$ cat config.mk
export PLATFORM = sky130hd
export DESIGN_NAME = asel_regs
export DESIGN_NICKNAME = d
export VERILOG_FILES = /design/src/shared/asel_pkg.sv /design/src/shared/asel_alarm_if.sv /design/src/hdl/asel_alarm_latch.sv /design/src/hdl/asel_regs.sv
export SDC_FILE = /design/constraint.sdc
export NUM_CORES = 1
export LEC_CHECK = 0
export BUFFER_PORTS_ARGS = -buffer_cell sky130_fd_sc_hd__buf_4
export CORE_AREA = 2 2 102 104
export DETAILED_ROUTE_END_ITERATION = 10
export DIE_AREA = 0 0 104 106
export PLACE_DENSITY_LB_ADDON = 0.08
export SLEW_MARGIN = 5
export SYNTH_ARGS = -nofsm -noshare
export SYNTH_HDL_FRONTEND = slang
export SYNTH_SLANG_ARGS = --single-unit
$ cat constraint.sdc
create_clock -name sys_clk -period 3.5 [get_ports sys_clk]
set_clock_uncertainty 0.1 [all_clocks]
set_input_delay 0.175 -clock sys_clk [delete_from_list [all_inputs] [get_ports sys_clk]]
set_output_delay 0.175 -clock sys_clk [all_outputs]
set_load 0.03 [all_outputs]
$ cat src/shared/asel_pkg.sv
package asel_pkg;
    // ************************************************************
    // register byte addresses
    // ************************************************************
    localparam logic [7:0] SPAN_CFG_ADDR   = 8'h14;
    localparam logic [7:0] ALARM_STAT_ADDR = 8'h20;
    localparam logic [7:0] OUT_CTL_ADDR    = 8'h30;
    localparam logic [7:0] IRQ_STAT_ADDR   = 8'h34;
    localparam logic [7:0] IRQ_EN_ADDR     = 8'h38;
    localparam logic [7:0] IRQ_CLR_ADDR    = 8'h3c;
    // ************************************************************
    // field positions
    // ************************************************************
    localparam int REF_OFF_BIT     = 6;
    localparam int SPAN_LSB        = 0;
    localparam int SPAN_W          = 4;
    localparam int SUP_LOW_ACT     = 15;
    localparam int SUP_HIGH_ACT    = 14;
    localparam int IN_LOW_ACT      = 11;
    localparam int IN_HIGH_ACT     = 10;
    localparam int SUP_LOW_LAT     = 7;
    localparam int SUP_HIGH_LAT    = 6;
    localparam int IN_LOW_LAT      = 5;
    localparam int IN_HIGH_LAT     = 4;
    localparam int ANY_LAT_BIT     = 0;
    localparam int SPAN_IN_FRM_BIT = 8;
    localparam int IRQ_W           = 4;
    // ************************************************************
    // reset values
    // ************************************************************
    localparam logic [3:0] SPAN_RST    = 4'h0;
    localparam logic       REF_OFF_RST = 1'b0;
    localparam logic [3:0] ALARM_RST   = 4'h0;
    localparam logic [1:0] RESP_OKAY   = 2'b00;
    localparam logic [1:0] RESP_SLVERR = 2'b10;
    localparam int         POR_CYCLES  = 4;
endpackage

$ cat src/shared/asel_alarm_if.sv
`timescale 1ns/1ns
interface asel_alarm_if;
    logic [3:0] act;   // present comparisons: suplo, suphi, inlo, inhi
    logic [3:0] lat;   // latched flags, same order
    logic       valid; // one conversion result
    logic       clr;   // status register read
    modport tracker (input act, input valid, input clr, output lat);
    modport owner   (output act, output valid, output clr, input lat);
endinterface

$ cat src/hdl/asel_alarm_latch.sv
`timescale 1ns/1ns
module asel_alarm_latch (
    input  wire logic          sys_clk, // clock
    input  wire logic          rst,     // app reset
    asel_alarm_if.tracker      al       // alarm flags
);
    logic [3:0] lat_q;

    // set wins over the read clear
    always_ff @(posedge sys_clk) begin
        if (rst) begin
            lat_q <= asel_pkg::ALARM_RST;
        end else begin
            lat_q <= (al.clr ? 4'h0 : lat_q) | (al.valid ? al.act : 4'h0);
        end
    end

    assign al.lat = lat_q;
endmodule

$ cat src/hdl/asel_regs.sv
// Our own choice: register access over AXI4-Lite.
`timescale 1ns/1ns
// Functional notes
// - span register at bytes 14h to 17h
// - reserved span bits read zero
// - bit 6 disables onchip reference, reset 0
// - codes 0-4 select bipolar spans
// - codes 8-11 select unipolar spans
// - span code cleared only at power-on
// - alarm register at 20h, read-only, reset 0
// - bits 15,14 live supply alarms
// - bits 11,10 live input alarms
// - bits 7,6 latched supply alarms
// - bits 5,4 latched input alarms
// - bit 0 ORs latched alarms
// - reserved alarm bits read zero
// - frame carries span code when enabled
module asel_regs (
    input  wire logic        sys_clk,       // 50 MHz clock
    input  wire logic        rst,           // app reset, sync high
    input  wire logic        por,           // power-on reset, sync high
    input  wire logic [7:0]  s_axi_awaddr,  // write address
    input  wire logic        s_axi_awvalid, // write address valid
    output logic             s_axi_awready, // write address ready
    input  wire logic [31:0] s_axi_wdata,   // write data
    input  wire logic [3:0]  s_axi_wstrb,   // byte strobes
    input  wire logic        s_axi_wvalid,  // write data valid
    output logic             s_axi_wready,  // write data ready
    output logic [1:0]       s_axi_bresp,   // write response
    output logic             s_axi_bvalid,  // write response valid
    input  wire logic        s_axi_bready,  // write response ready
    input  wire logic [7:0]  s_axi_araddr,  // read address
    input  wire logic        s_axi_arvalid, // read address valid
    output logic             s_axi_arready, // read address ready
    output logic [31:0]      s_axi_rdata,   // read data
    output logic [1:0]       s_axi_rresp,   // read response
    output logic             s_axi_rvalid,  // read valid
    input  wire logic        s_axi_rready,  // read ready
    input  wire logic [3:0]  alarmRaw,      // comparator levels, async
    input  wire logic        convDone,      // conversion finished
    input  wire logic [15:0] convData,      // conversion result
    output logic [19:0]      frameData,     // output frame
    output logic             frameValid,    // frame strobe
    output logic [3:0]       spanCode,      // range code to front end
    output logic             spanBipolar,   // bipolar range selected
    output logic             onchipRefOff,  // reference disabled
    output logic             irq            // level interrupt
);
    // ************************************************************
    // input synchroniser, 3 stages
    // ************************************************************
    logic [3:0] syncA_q;
    logic [3:0] syncB_q;
    logic [3:0] syncC_q;
    logic [3:0] alarmLive_q;

    always_ff @(posedge sys_clk) begin
        syncA_q <= alarmRaw;
        syncB_q <= syncA_q;
        syncC_q <= syncB_q;
    end

    always_ff @(posedge sys_clk) begin
        if (rst) begin
            alarmLive_q <= asel_pkg::ALARM_RST;
        end else begin
            for (int i = 0; i < 4; i++) begin
                if (syncB_q[i] == syncC_q[i]) begin
                    alarmLive_q[i] <= syncC_q[i];
                end
            end
        end
    end

    // ************************************************************
    // register state
    // ************************************************************
    logic [3:0]  span_q;
    logic        refOff_q;
    logic        spanInFrm_q;
    logic [3:0]  act_q;
    logic [3:0]  irqSt_q;
    logic [3:0]  irqEn_q;
    logic        wrEn;
    logic        rdEn;
    logic [7:0]  awAddr_q;
    logic [31:0] wData_q;
    logic [3:0]  wStrb_q;
    logic        awHave_q;
    logic        wHave_q;
    logic [31:0] rdMux;
    logic        rdHit;
    logic        statRead;

    asel_alarm_if alIf ();

    asel_alarm_latch u_latch (
        .sys_clk (sys_clk),
        .rst     (rst || por),
        .al      (alIf.tracker)
    );

    assign alIf.act   = alarmLive_q;
    assign alIf.valid = convDone;
    assign alIf.clr   = statRead;

    // ************************************************************
    // write channel
    // ************************************************************
    assign wrEn = awHave_q && wHave_q && !s_axi_bvalid;

    always_ff @(posedge sys_clk) begin
        if (rst) begin
            s_axi_awready <= 1'b0;
            awHave_q      <= 1'b0;
            awAddr_q      <= 8'h00;
        end else begin
            s_axi_awready <= !awHave_q && !s_axi_awready && !s_axi_bvalid;
            if (s_axi_awvalid && s_axi_awready) begin
                awHave_q <= 1'b1;
                awAddr_q <= s_axi_awaddr;
                s_axi_awready <= 1'b0;
            end else if (wrEn) begin
                awHave_q <= 1'b0;
            end
        end
    end

    always_ff @(posedge sys_clk) begin
        if (rst) begin
            s_axi_wready <= 1'b0;
            wHave_q      <= 1'b0;
            wData_q      <= 32'h0000_0000;
            wStrb_q      <= 4'h0;
        end else begin
            s_axi_wready <= !wHave_q && !s_axi_wready && !s_axi_bvalid;
            if (s_axi_wvalid && s_axi_wready) begin
                wHave_q <= 1'b1;
                wData_q <= s_axi_wdata;
                wStrb_q <= s_axi_wstrb;
                s_axi_wready <= 1'b0;
            end else if (wrEn) begin
                wHave_q <= 1'b0;
            end
        end
    end

    always_ff @(posedge sys_clk) begin
        if (rst) begin
            s_axi_bvalid <= 1'b0;
            s_axi_bresp  <= asel_pkg::RESP_OKAY;
        end else if (wrEn) begin
            s_axi_bvalid <= 1'b1;
            case (awAddr_q[7:2])
                asel_pkg::SPAN_CFG_ADDR[7:2],
                asel_pkg::ALARM_STAT_ADDR[7:2],
                asel_pkg::OUT_CTL_ADDR[7:2],
                asel_pkg::IRQ_STAT_ADDR[7:2],
                asel_pkg::IRQ_EN_ADDR[7:2],
                asel_pkg::IRQ_CLR_ADDR[7:2]: s_axi_bresp <= asel_pkg::RESP_OKAY;
                default:                     s_axi_bresp <= asel_pkg::RESP_SLVERR;
            endcase
        end else if (s_axi_bready) begin
            s_axi_bvalid <= 1'b0;
        end
    end

    // span code survives app reset; only power-on clears it
    always_ff @(posedge sys_clk) begin
        if (por) begin
            span_q <= asel_pkg::SPAN_RST;
        end else if (wrEn && awAddr_q[7:2] == asel_pkg::SPAN_CFG_ADDR[7:2] && wStrb_q[0]) begin
            span_q <= wData_q[asel_pkg::SPAN_LSB +: asel_pkg::SPAN_W];
        end
    end

    always_ff @(posedge sys_clk) begin
        if (rst || por) begin
            refOff_q    <= asel_pkg::REF_OFF_RST;
            spanInFrm_q <= 1'b0;
            irqEn_q     <= 4'h0;
        end else if (wrEn) begin
            if (awAddr_q[7:2] == asel_pkg::SPAN_CFG_ADDR[7:2] && wStrb_q[0]) begin
                refOff_q <= wData_q[asel_pkg::REF_OFF_BIT];
            end
            if (awAddr_q[7:2] == asel_pkg::OUT_CTL_ADDR[7:2] && wStrb_q[1]) begin
                spanInFrm_q <= wData_q[asel_pkg::SPAN_IN_FRM_BIT];
            end
            if (awAddr_q[7:2] == asel_pkg::IRQ_EN_ADDR[7:2] && wStrb_q[0]) begin
                irqEn_q <= wData_q[asel_pkg::IRQ_W-1:0];
            end
        end
    end

    // ************************************************************
    // live flags and interrupts
    // ************************************************************
    always_ff @(posedge sys_clk) begin
        if (rst || por) begin
            act_q <= asel_pkg::ALARM_RST;
        end else if (convDone) begin
            act_q <= alarmLive_q;
        end
    end

    logic       clrHit;
    logic [3:0] clrMask;
    assign clrHit  = wrEn && awAddr_q[7:2] == asel_pkg::IRQ_CLR_ADDR[7:2] && wStrb_q[0];
    assign clrMask = clrHit ? wData_q[asel_pkg::IRQ_W-1:0] : 4'h0;

    always_ff @(posedge sys_clk) begin
        if (rst || por) begin
            irqSt_q <= 4'h0;
        end else begin
            irqSt_q <= (irqSt_q & ~clrMask) | (convDone ? alarmLive_q : 4'h0);
        end
    end

    always_ff @(posedge sys_clk) begin
        if (rst || por) begin
            irq <= 1'b0;
        end else begin
            irq <= |(irqSt_q & irqEn_q);
        end
    end

    // ************************************************************
    // read channel
    // ************************************************************
    assign rdEn     = s_axi_arvalid && s_axi_arready;
    assign statRead = rdEn && s_axi_araddr[7:2] == asel_pkg::ALARM_STAT_ADDR[7:2];

    always_comb begin
        rdMux = 32'h0000_0000;
        rdHit = 1'b1;
        case (s_axi_araddr[7:2])
            asel_pkg::SPAN_CFG_ADDR[7:2]: begin
                rdMux[asel_pkg::SPAN_LSB +: asel_pkg::SPAN_W] = span_q;
                rdMux[asel_pkg::REF_OFF_BIT] = refOff_q;
            end
            asel_pkg::ALARM_STAT_ADDR[7:2]: begin
                rdMux[asel_pkg::SUP_LOW_ACT]  = act_q[3];
                rdMux[asel_pkg::SUP_HIGH_ACT] = act_q[2];
                rdMux[asel_pkg::IN_LOW_ACT]   = act_q[1];
                rdMux[asel_pkg::IN_HIGH_ACT]  = act_q[0];
                rdMux[asel_pkg::SUP_LOW_LAT]  = alIf.lat[3];
                rdMux[asel_pkg::SUP_HIGH_LAT] = alIf.lat[2];
                rdMux[asel_pkg::IN_LOW_LAT]   = alIf.lat[1];
                rdMux[asel_pkg::IN_HIGH_LAT]  = alIf.lat[0];
                rdMux[asel_pkg::ANY_LAT_BIT]  = |alIf.lat;
            end
            asel_pkg::OUT_CTL_ADDR[7:2]:  rdMux[asel_pkg::SPAN_IN_FRM_BIT] = spanInFrm_q;
            asel_pkg::IRQ_STAT_ADDR[7:2]: rdMux[asel_pkg::IRQ_W-1:0] = irqSt_q;
            asel_pkg::IRQ_EN_ADDR[7:2]:   rdMux[asel_pkg::IRQ_W-1:0] = irqEn_q;
            asel_pkg::IRQ_CLR_ADDR[7:2]:  rdMux = 32'h0000_0000;
            default:                      rdHit = 1'b0;
        endcase
    end

    always_ff @(posedge sys_clk) begin
        if (rst) begin
            s_axi_arready <= 1'b0;
            s_axi_rvalid  <= 1'b0;
            s_axi_rdata   <= 32'h0000_0000;
            s_axi_rresp   <= asel_pkg::RESP_OKAY;
        end else begin
            s_axi_arready <= !s_axi_rvalid && !s_axi_arready;
            if (rdEn) begin
                s_axi_arready <= 1'b0;
                s_axi_rvalid  <= 1'b1;
                s_axi_rdata   <= rdMux;
                s_axi_rresp   <= rdHit ? asel_pkg::RESP_OKAY : asel_pkg::RESP_SLVERR;
            end else if (s_axi_rready) begin
                s_axi_rvalid <= 1'b0;
            end
        end
    end

    // ************************************************************
    // outputs to converter
    // ************************************************************
    always_ff @(posedge sys_clk) begin
        if (rst || por) begin
            frameData    <= 20'h00000;
            frameValid   <= 1'b0;
            onchipRefOff <= asel_pkg::REF_OFF_RST;
        end else begin
            frameValid   <= convDone;
            if (convDone) begin
                frameData <= spanInFrm_q ? {convData, span_q} : {4'h0, convData};
            end
            onchipRefOff <= refOff_q;
        end
    end

    // span outputs keep the front end steady over app reset
    always_ff @(posedge sys_clk) begin
        if (por) begin
            spanCode    <= asel_pkg::SPAN_RST;
            spanBipolar <= !asel_pkg::SPAN_RST[3];
        end else begin
            spanCode    <= span_q;
            spanBipolar <= !span_q[3];
        end
    end
endmodule

Word level (Yosys, flattened, before mapping)
Cells that the tools add are included.

Output and inout bits: 69. Input port bits: 81. Word-level logic and storage cells: 117. Register bits: 109.

Eq/ne operators: 16. Reductions and logical operators: 41. Bitwise gates (word level): 5. Mux-type cells: 22.

Operators with widths (number): == test 6 x 4 -> 1 bit (second input constant) (10); 2-to-1 mux 20 bit (1); logical AND 1 bit (18); == test 6 x 3 -> 1 bit (second input constant) (2); 2-to-1 mux 4 bit (3); OR reduction 6 bit (2); 2-to-1 mux 1 bit (10); 2-to-1 mux 2 bit (5); one-hot mux 3 bit (3 select lines) (1); bitwise AND 4 bit (2); zero test 1 bit (8); OR 4 bit (2); nonzero test 2 bit (4); OR reduction 4 bit (2); AND reduction 2 bit (3); OR reduction 2 bit (3); == test 1 bit (4); NOT 4 bit (1); one-hot mux 1 bit (4 select lines) (1); one-hot mux 1 bit (2 select lines) (1); logical OR 1 bit (1).

Logic depth before layout (Yosys ltp)
Depth after elaboration: 8. Depth in mapped cells: 5.

Hierarchy
A second synthesis with hierarchy kept.

Cells, all modules: 427. Area total of the unflattened synthesis: 3930.0 sq um.

By module, submodules not included: asel_regs (instances 1, cells each 411, area each 3789.9 sq um); asel_alarm_latch (instances 1, cells each 16, area each 140.1 sq um).

Least setup slack after synthesis
No wires, ideal clock.

Path kind: register to register. From: reg s_axi_bvalid. To: reg refOff_q. Clock period less this slack: 1.623 ns. Required time: 3.272 ns. Data arrival time: 1.396 ns. Stages on the path, launching flop included: 6. Path buffers: 1. Slack: 1.877 ns. Setup time: 0.128 ns. Path through: dfxtp_1 -> and3b_1 -> buf_2 -> nand4_1 -> mux2i_1 -> nor2_1.

Longest elaborated chain between the ends: 3.

RTL lines: start: declaration (RTL line asel_regs.sv:30) `output logic s_axi_bvalid,`; start signal: assignment (RTL line asel_regs.sv:150) `s_axi_bvalid <= 1'b0;`; start signal: assignment (RTL line asel_regs.sv:153) `s_axi_bvalid <= 1'b1;`; start signal: assignment (RTL line asel_regs.sv:164) `s_axi_bvalid <= 1'b0;`; zero test 1 bit (RTL line asel_regs.sv:110) `assign wrEn = awHave_q && wHave_q && !s_axi_bvalid;`; logical AND 1 bit (RTL line asel_regs.sv:110); AND reduction 2 bit (no line); end signal: assignment (RTL line asel_regs.sv:179) `refOff_q <= asel_pkg::REF_OFF_RST;`; end signal: assignment (RTL line asel_regs.sv:184) `refOff_q <= wData_q[asel_pkg::REF_OFF_BIT];`; end: declaration (RTL line asel_regs.sv:79) `logic refOff_q;`.

No other way between the ends. A chain may end at the register's enable or synchronous reset.

Worst setup path after layout
From: reg spanInFrm_q. To: reg frameData[8].

Longest elaborated chain between the ends: 1.

RTL lines: start: declaration (RTL line asel_regs.sv:80) `logic spanInFrm_q;`; start signal: assignment (RTL line asel_regs.sv:187) `spanInFrm_q <= wData_q[asel_pkg::SPAN_IN_FRM_BIT];`; 2-to-1 mux 20 bit (RTL line asel_regs.sv:290) `frameData <= spanInFrm_q ? {convData, span_q} : {4'h0, convData};`; end signal: assignment (RTL line asel_regs.sv:290); end: declaration (RTL line asel_regs.sv:42) `output logic [19:0] frameData,`.

No other way between the ends.

==> metrics <==
Top FF cell, synth=dfxtp_1; Setup Total Neg Slack=0 ns; Avg WL per Cell=13.5 um; pwr dens=446 mW/mm^2; Sequential Power Share=0.550; n_diodes=0; worst hold path type=in -> reg; Tot GR Track Use=0.165; Psw=563 uW; clock power share=0.339; Yosys warning total=0; chip height=106 um; status=completed; Clock Sinks=102; cts bufs inserted=9; # DRC=0; R2R setup slack=1.77 ns; Mapped Avg Cell Area=9.11 sq um; # IOs=150; unrepaired setup endpoints after global routing=no; leakage power=0.00202 uW; Mapped Area=0.00384 sq mm; worst-margin pin slew=1.15 ns; Startpoint Class=register; global-route wire length before repair=14,600 um; Max Cap Viol=0; critical path capture point type=register; DP HPWL=6290 um; largest net degree at the start of global routing=42; CP Max Fanout=22; fin nets=609; minimum clock period=1.73 ns; switching power share of the total=0.252; Yosys reg bits=102; root cell of the clock tree=clkbuf_8; initial antenna violation count=0; Unique masters post-synth=42; hold slack=0.0281 ns; die area=0.0110 sq mm; number of setup violations in the final report=0; DR pass1 iterations=6; Die Width=104 um; Slew headroom=0.232; Worst-path clk slew=0.10 ns; f_max=0.578 GHz; final-report max-slew violation count=0; final hold violations=0; layout cells sized above 1=0.216; initial DRC count=130; H-tree levels=3; GP Congestion=0.735; vias in the first global route=3,052; Synth top area share=0.531; Synth area leaders=dfxtp_1, a21oi_1, mux2i_1; Post-synth EDFFs=0; routed vias=3,220; CTS tree=done; area leader, netlist=dfxtp_1; Tcrit/Tclk final=0.495; total grt overflow=0; Seq/Total Area, Yosys=0.531; non-filler cells, final=668; final wirelength=9010 um; CORE AREA=0.0100 sq mm; Gate power share=0.111; post-route cell area=0.00501 sq mm; Arr. time, crit path=1.89 ns; Internal=1670 uW; vias per inst=4.82; clock buffer depth=2; VDD IR max=266 uV; Starting Density=0.384; cells after synthesis=422; type of the worst setup path=reg -> reg; placement row count=37; CP Data Required Time=3.66 ns; Post-synth ARST share=0; port bufs=96; Final ANT Viol Nets=0; Clk Latency, worst-skew pair=0.35 ns; Placement Cell Area=0.00455 sq mm; area grow syn2layout=30.3%; placed instance count=628
metrics by stage:
step	setup slack, ns	total power [uW]	utilization
finish	1.77	2230	0.501
global route	1.61	2330	0.501
CTS	1.75	2260	0.501
detailed placement	1.77	1480	0.455
global placement	1.76	1480	0.455
floorplan	1.88	1400	-
synthesized netlist by cell type (2+ instances only):
master     number
dfxtp_1       102
a22oi_1         6
nor4bb_1        2
nor2b_1         4
a211oi_1       16
nor4_1          3
and3b_1         2
buf_2           5
a22o_1          3
buf_4          21
nand4_1         3
a21oi_1        50
o2bb2ai_1       3
and3_1          2
nand2_1        50
nand2b_1        2
inv_1           6
o21ai_0        16
buf_1           3
mux2i_1        25
nor2_1         35
clkbuf_1       17
nor3_1          2
nand3_1        26
cell type report:
| type | count | area (sq um) |
|---|---|---|
| clock buffer | 11 | 151 |
| clock inverter | 4 | 55.1 |
| fill | 983 | 4990 |
| inverter | 7 | 26.3 |
| multi-input combinational | 287 | 1590 |
| sequential | 102 | 2040 |
| tap | 136 | 170 |
| timing repair buffer | 121 | 971 |
flip-flops by register name, summed over array words and instances (netlist names), 6 cells and up:
name and cells:
s_axi_rdata 13, awAddr_q 6, wData_q 6, frameData 20
placed cells by master, fill, tap and decap left out, types with 2 or more instances in the layout:
master | Yosys | layout
dfxtp_1 | 102 | 102
buf_4 | 21 | 96
nand2_1 | 50 | 50
a21oi_1 | 50 | 50
nor2_1 | 35 | 35
nand3_1 | 26 | 26
mux2i_1 | 25 | 25
dlygate4sd3_1 | 0 | 25
conb_1 | 1 | 21
o21ai_0 | 16 | 16
a211oi_1 | 16 | 16
clkbuf_8 | 0 | 11
inv_1 | 6 | 6
a22oi_1 | 6 | 6
nor2b_1 | 4 | 4
nand4_1 | 3 | 3
nor4_1 | 3 | 3
o2bb2ai_1 | 3 | 3
a22o_1 | 3 | 3
nor4bb_1 | 2 | 2
and3b_1 | 2 | 2
and3_1 | 2 | 2
nor3_1 | 2 | 2
nand2b_1 | 2 | 2
power by group through the flow:
stage / Sequential (uW) / Clock, uW / Combinational (uW)
floorplan: 1270 / 0 / 131
global placement: 1250 / 0 / 224
detailed placement: 1250 / 0 / 227
CTS: 1230 / 784 / 249
global route: 1230 / 829 / 270
finish: 1230 / 757 / 248
layer usage:
metal	vias up	GRT usage	part of all wire
met5	-	0	0
met4	0	0.0627	0.012
met3	10	0.0368	0.053
met2	98	0.269	0.46
met1	1471	0.213	0.48
li1	1641	-	-
cell families (layout without fill, tap and decap cells):
family,Yosys count,after routing,synth area share
AO/OA/AOI/OAI,100,100,0.156
buffers and inverters,53,143,0.0739
flip-flops,102,102,0.531
multiplexers,25,25,0.0651
other,1,21,0.000976
AND/OR/NAND/NOR,141,141,0.173
critical path: stages (launching register included):
cell and delay (ns):
dfxtp_1 1.09, mux2i_1 0.17, a211oi_1 0.27
path summary, 6_finish.rpt:
check,from,to,cells past startpoint
hold reg to reg,syncA_q[3],syncB_q[3],0
hold / removal,s_axi_wvalid,wData_q[0],3
setup / recovery,spanInFrm_q,frameData[8],2
setup reg to reg,spanInFrm_q,frameData[8],2
timing repair:
action | in CTS | in global routing
hold buffers | 25 | 0
endpoints found under the hold margin | 32 | 0
gates resized for setup | 0 | 0
buffers inserted | 0 | 0
Power figures use the tool's default switching activity.
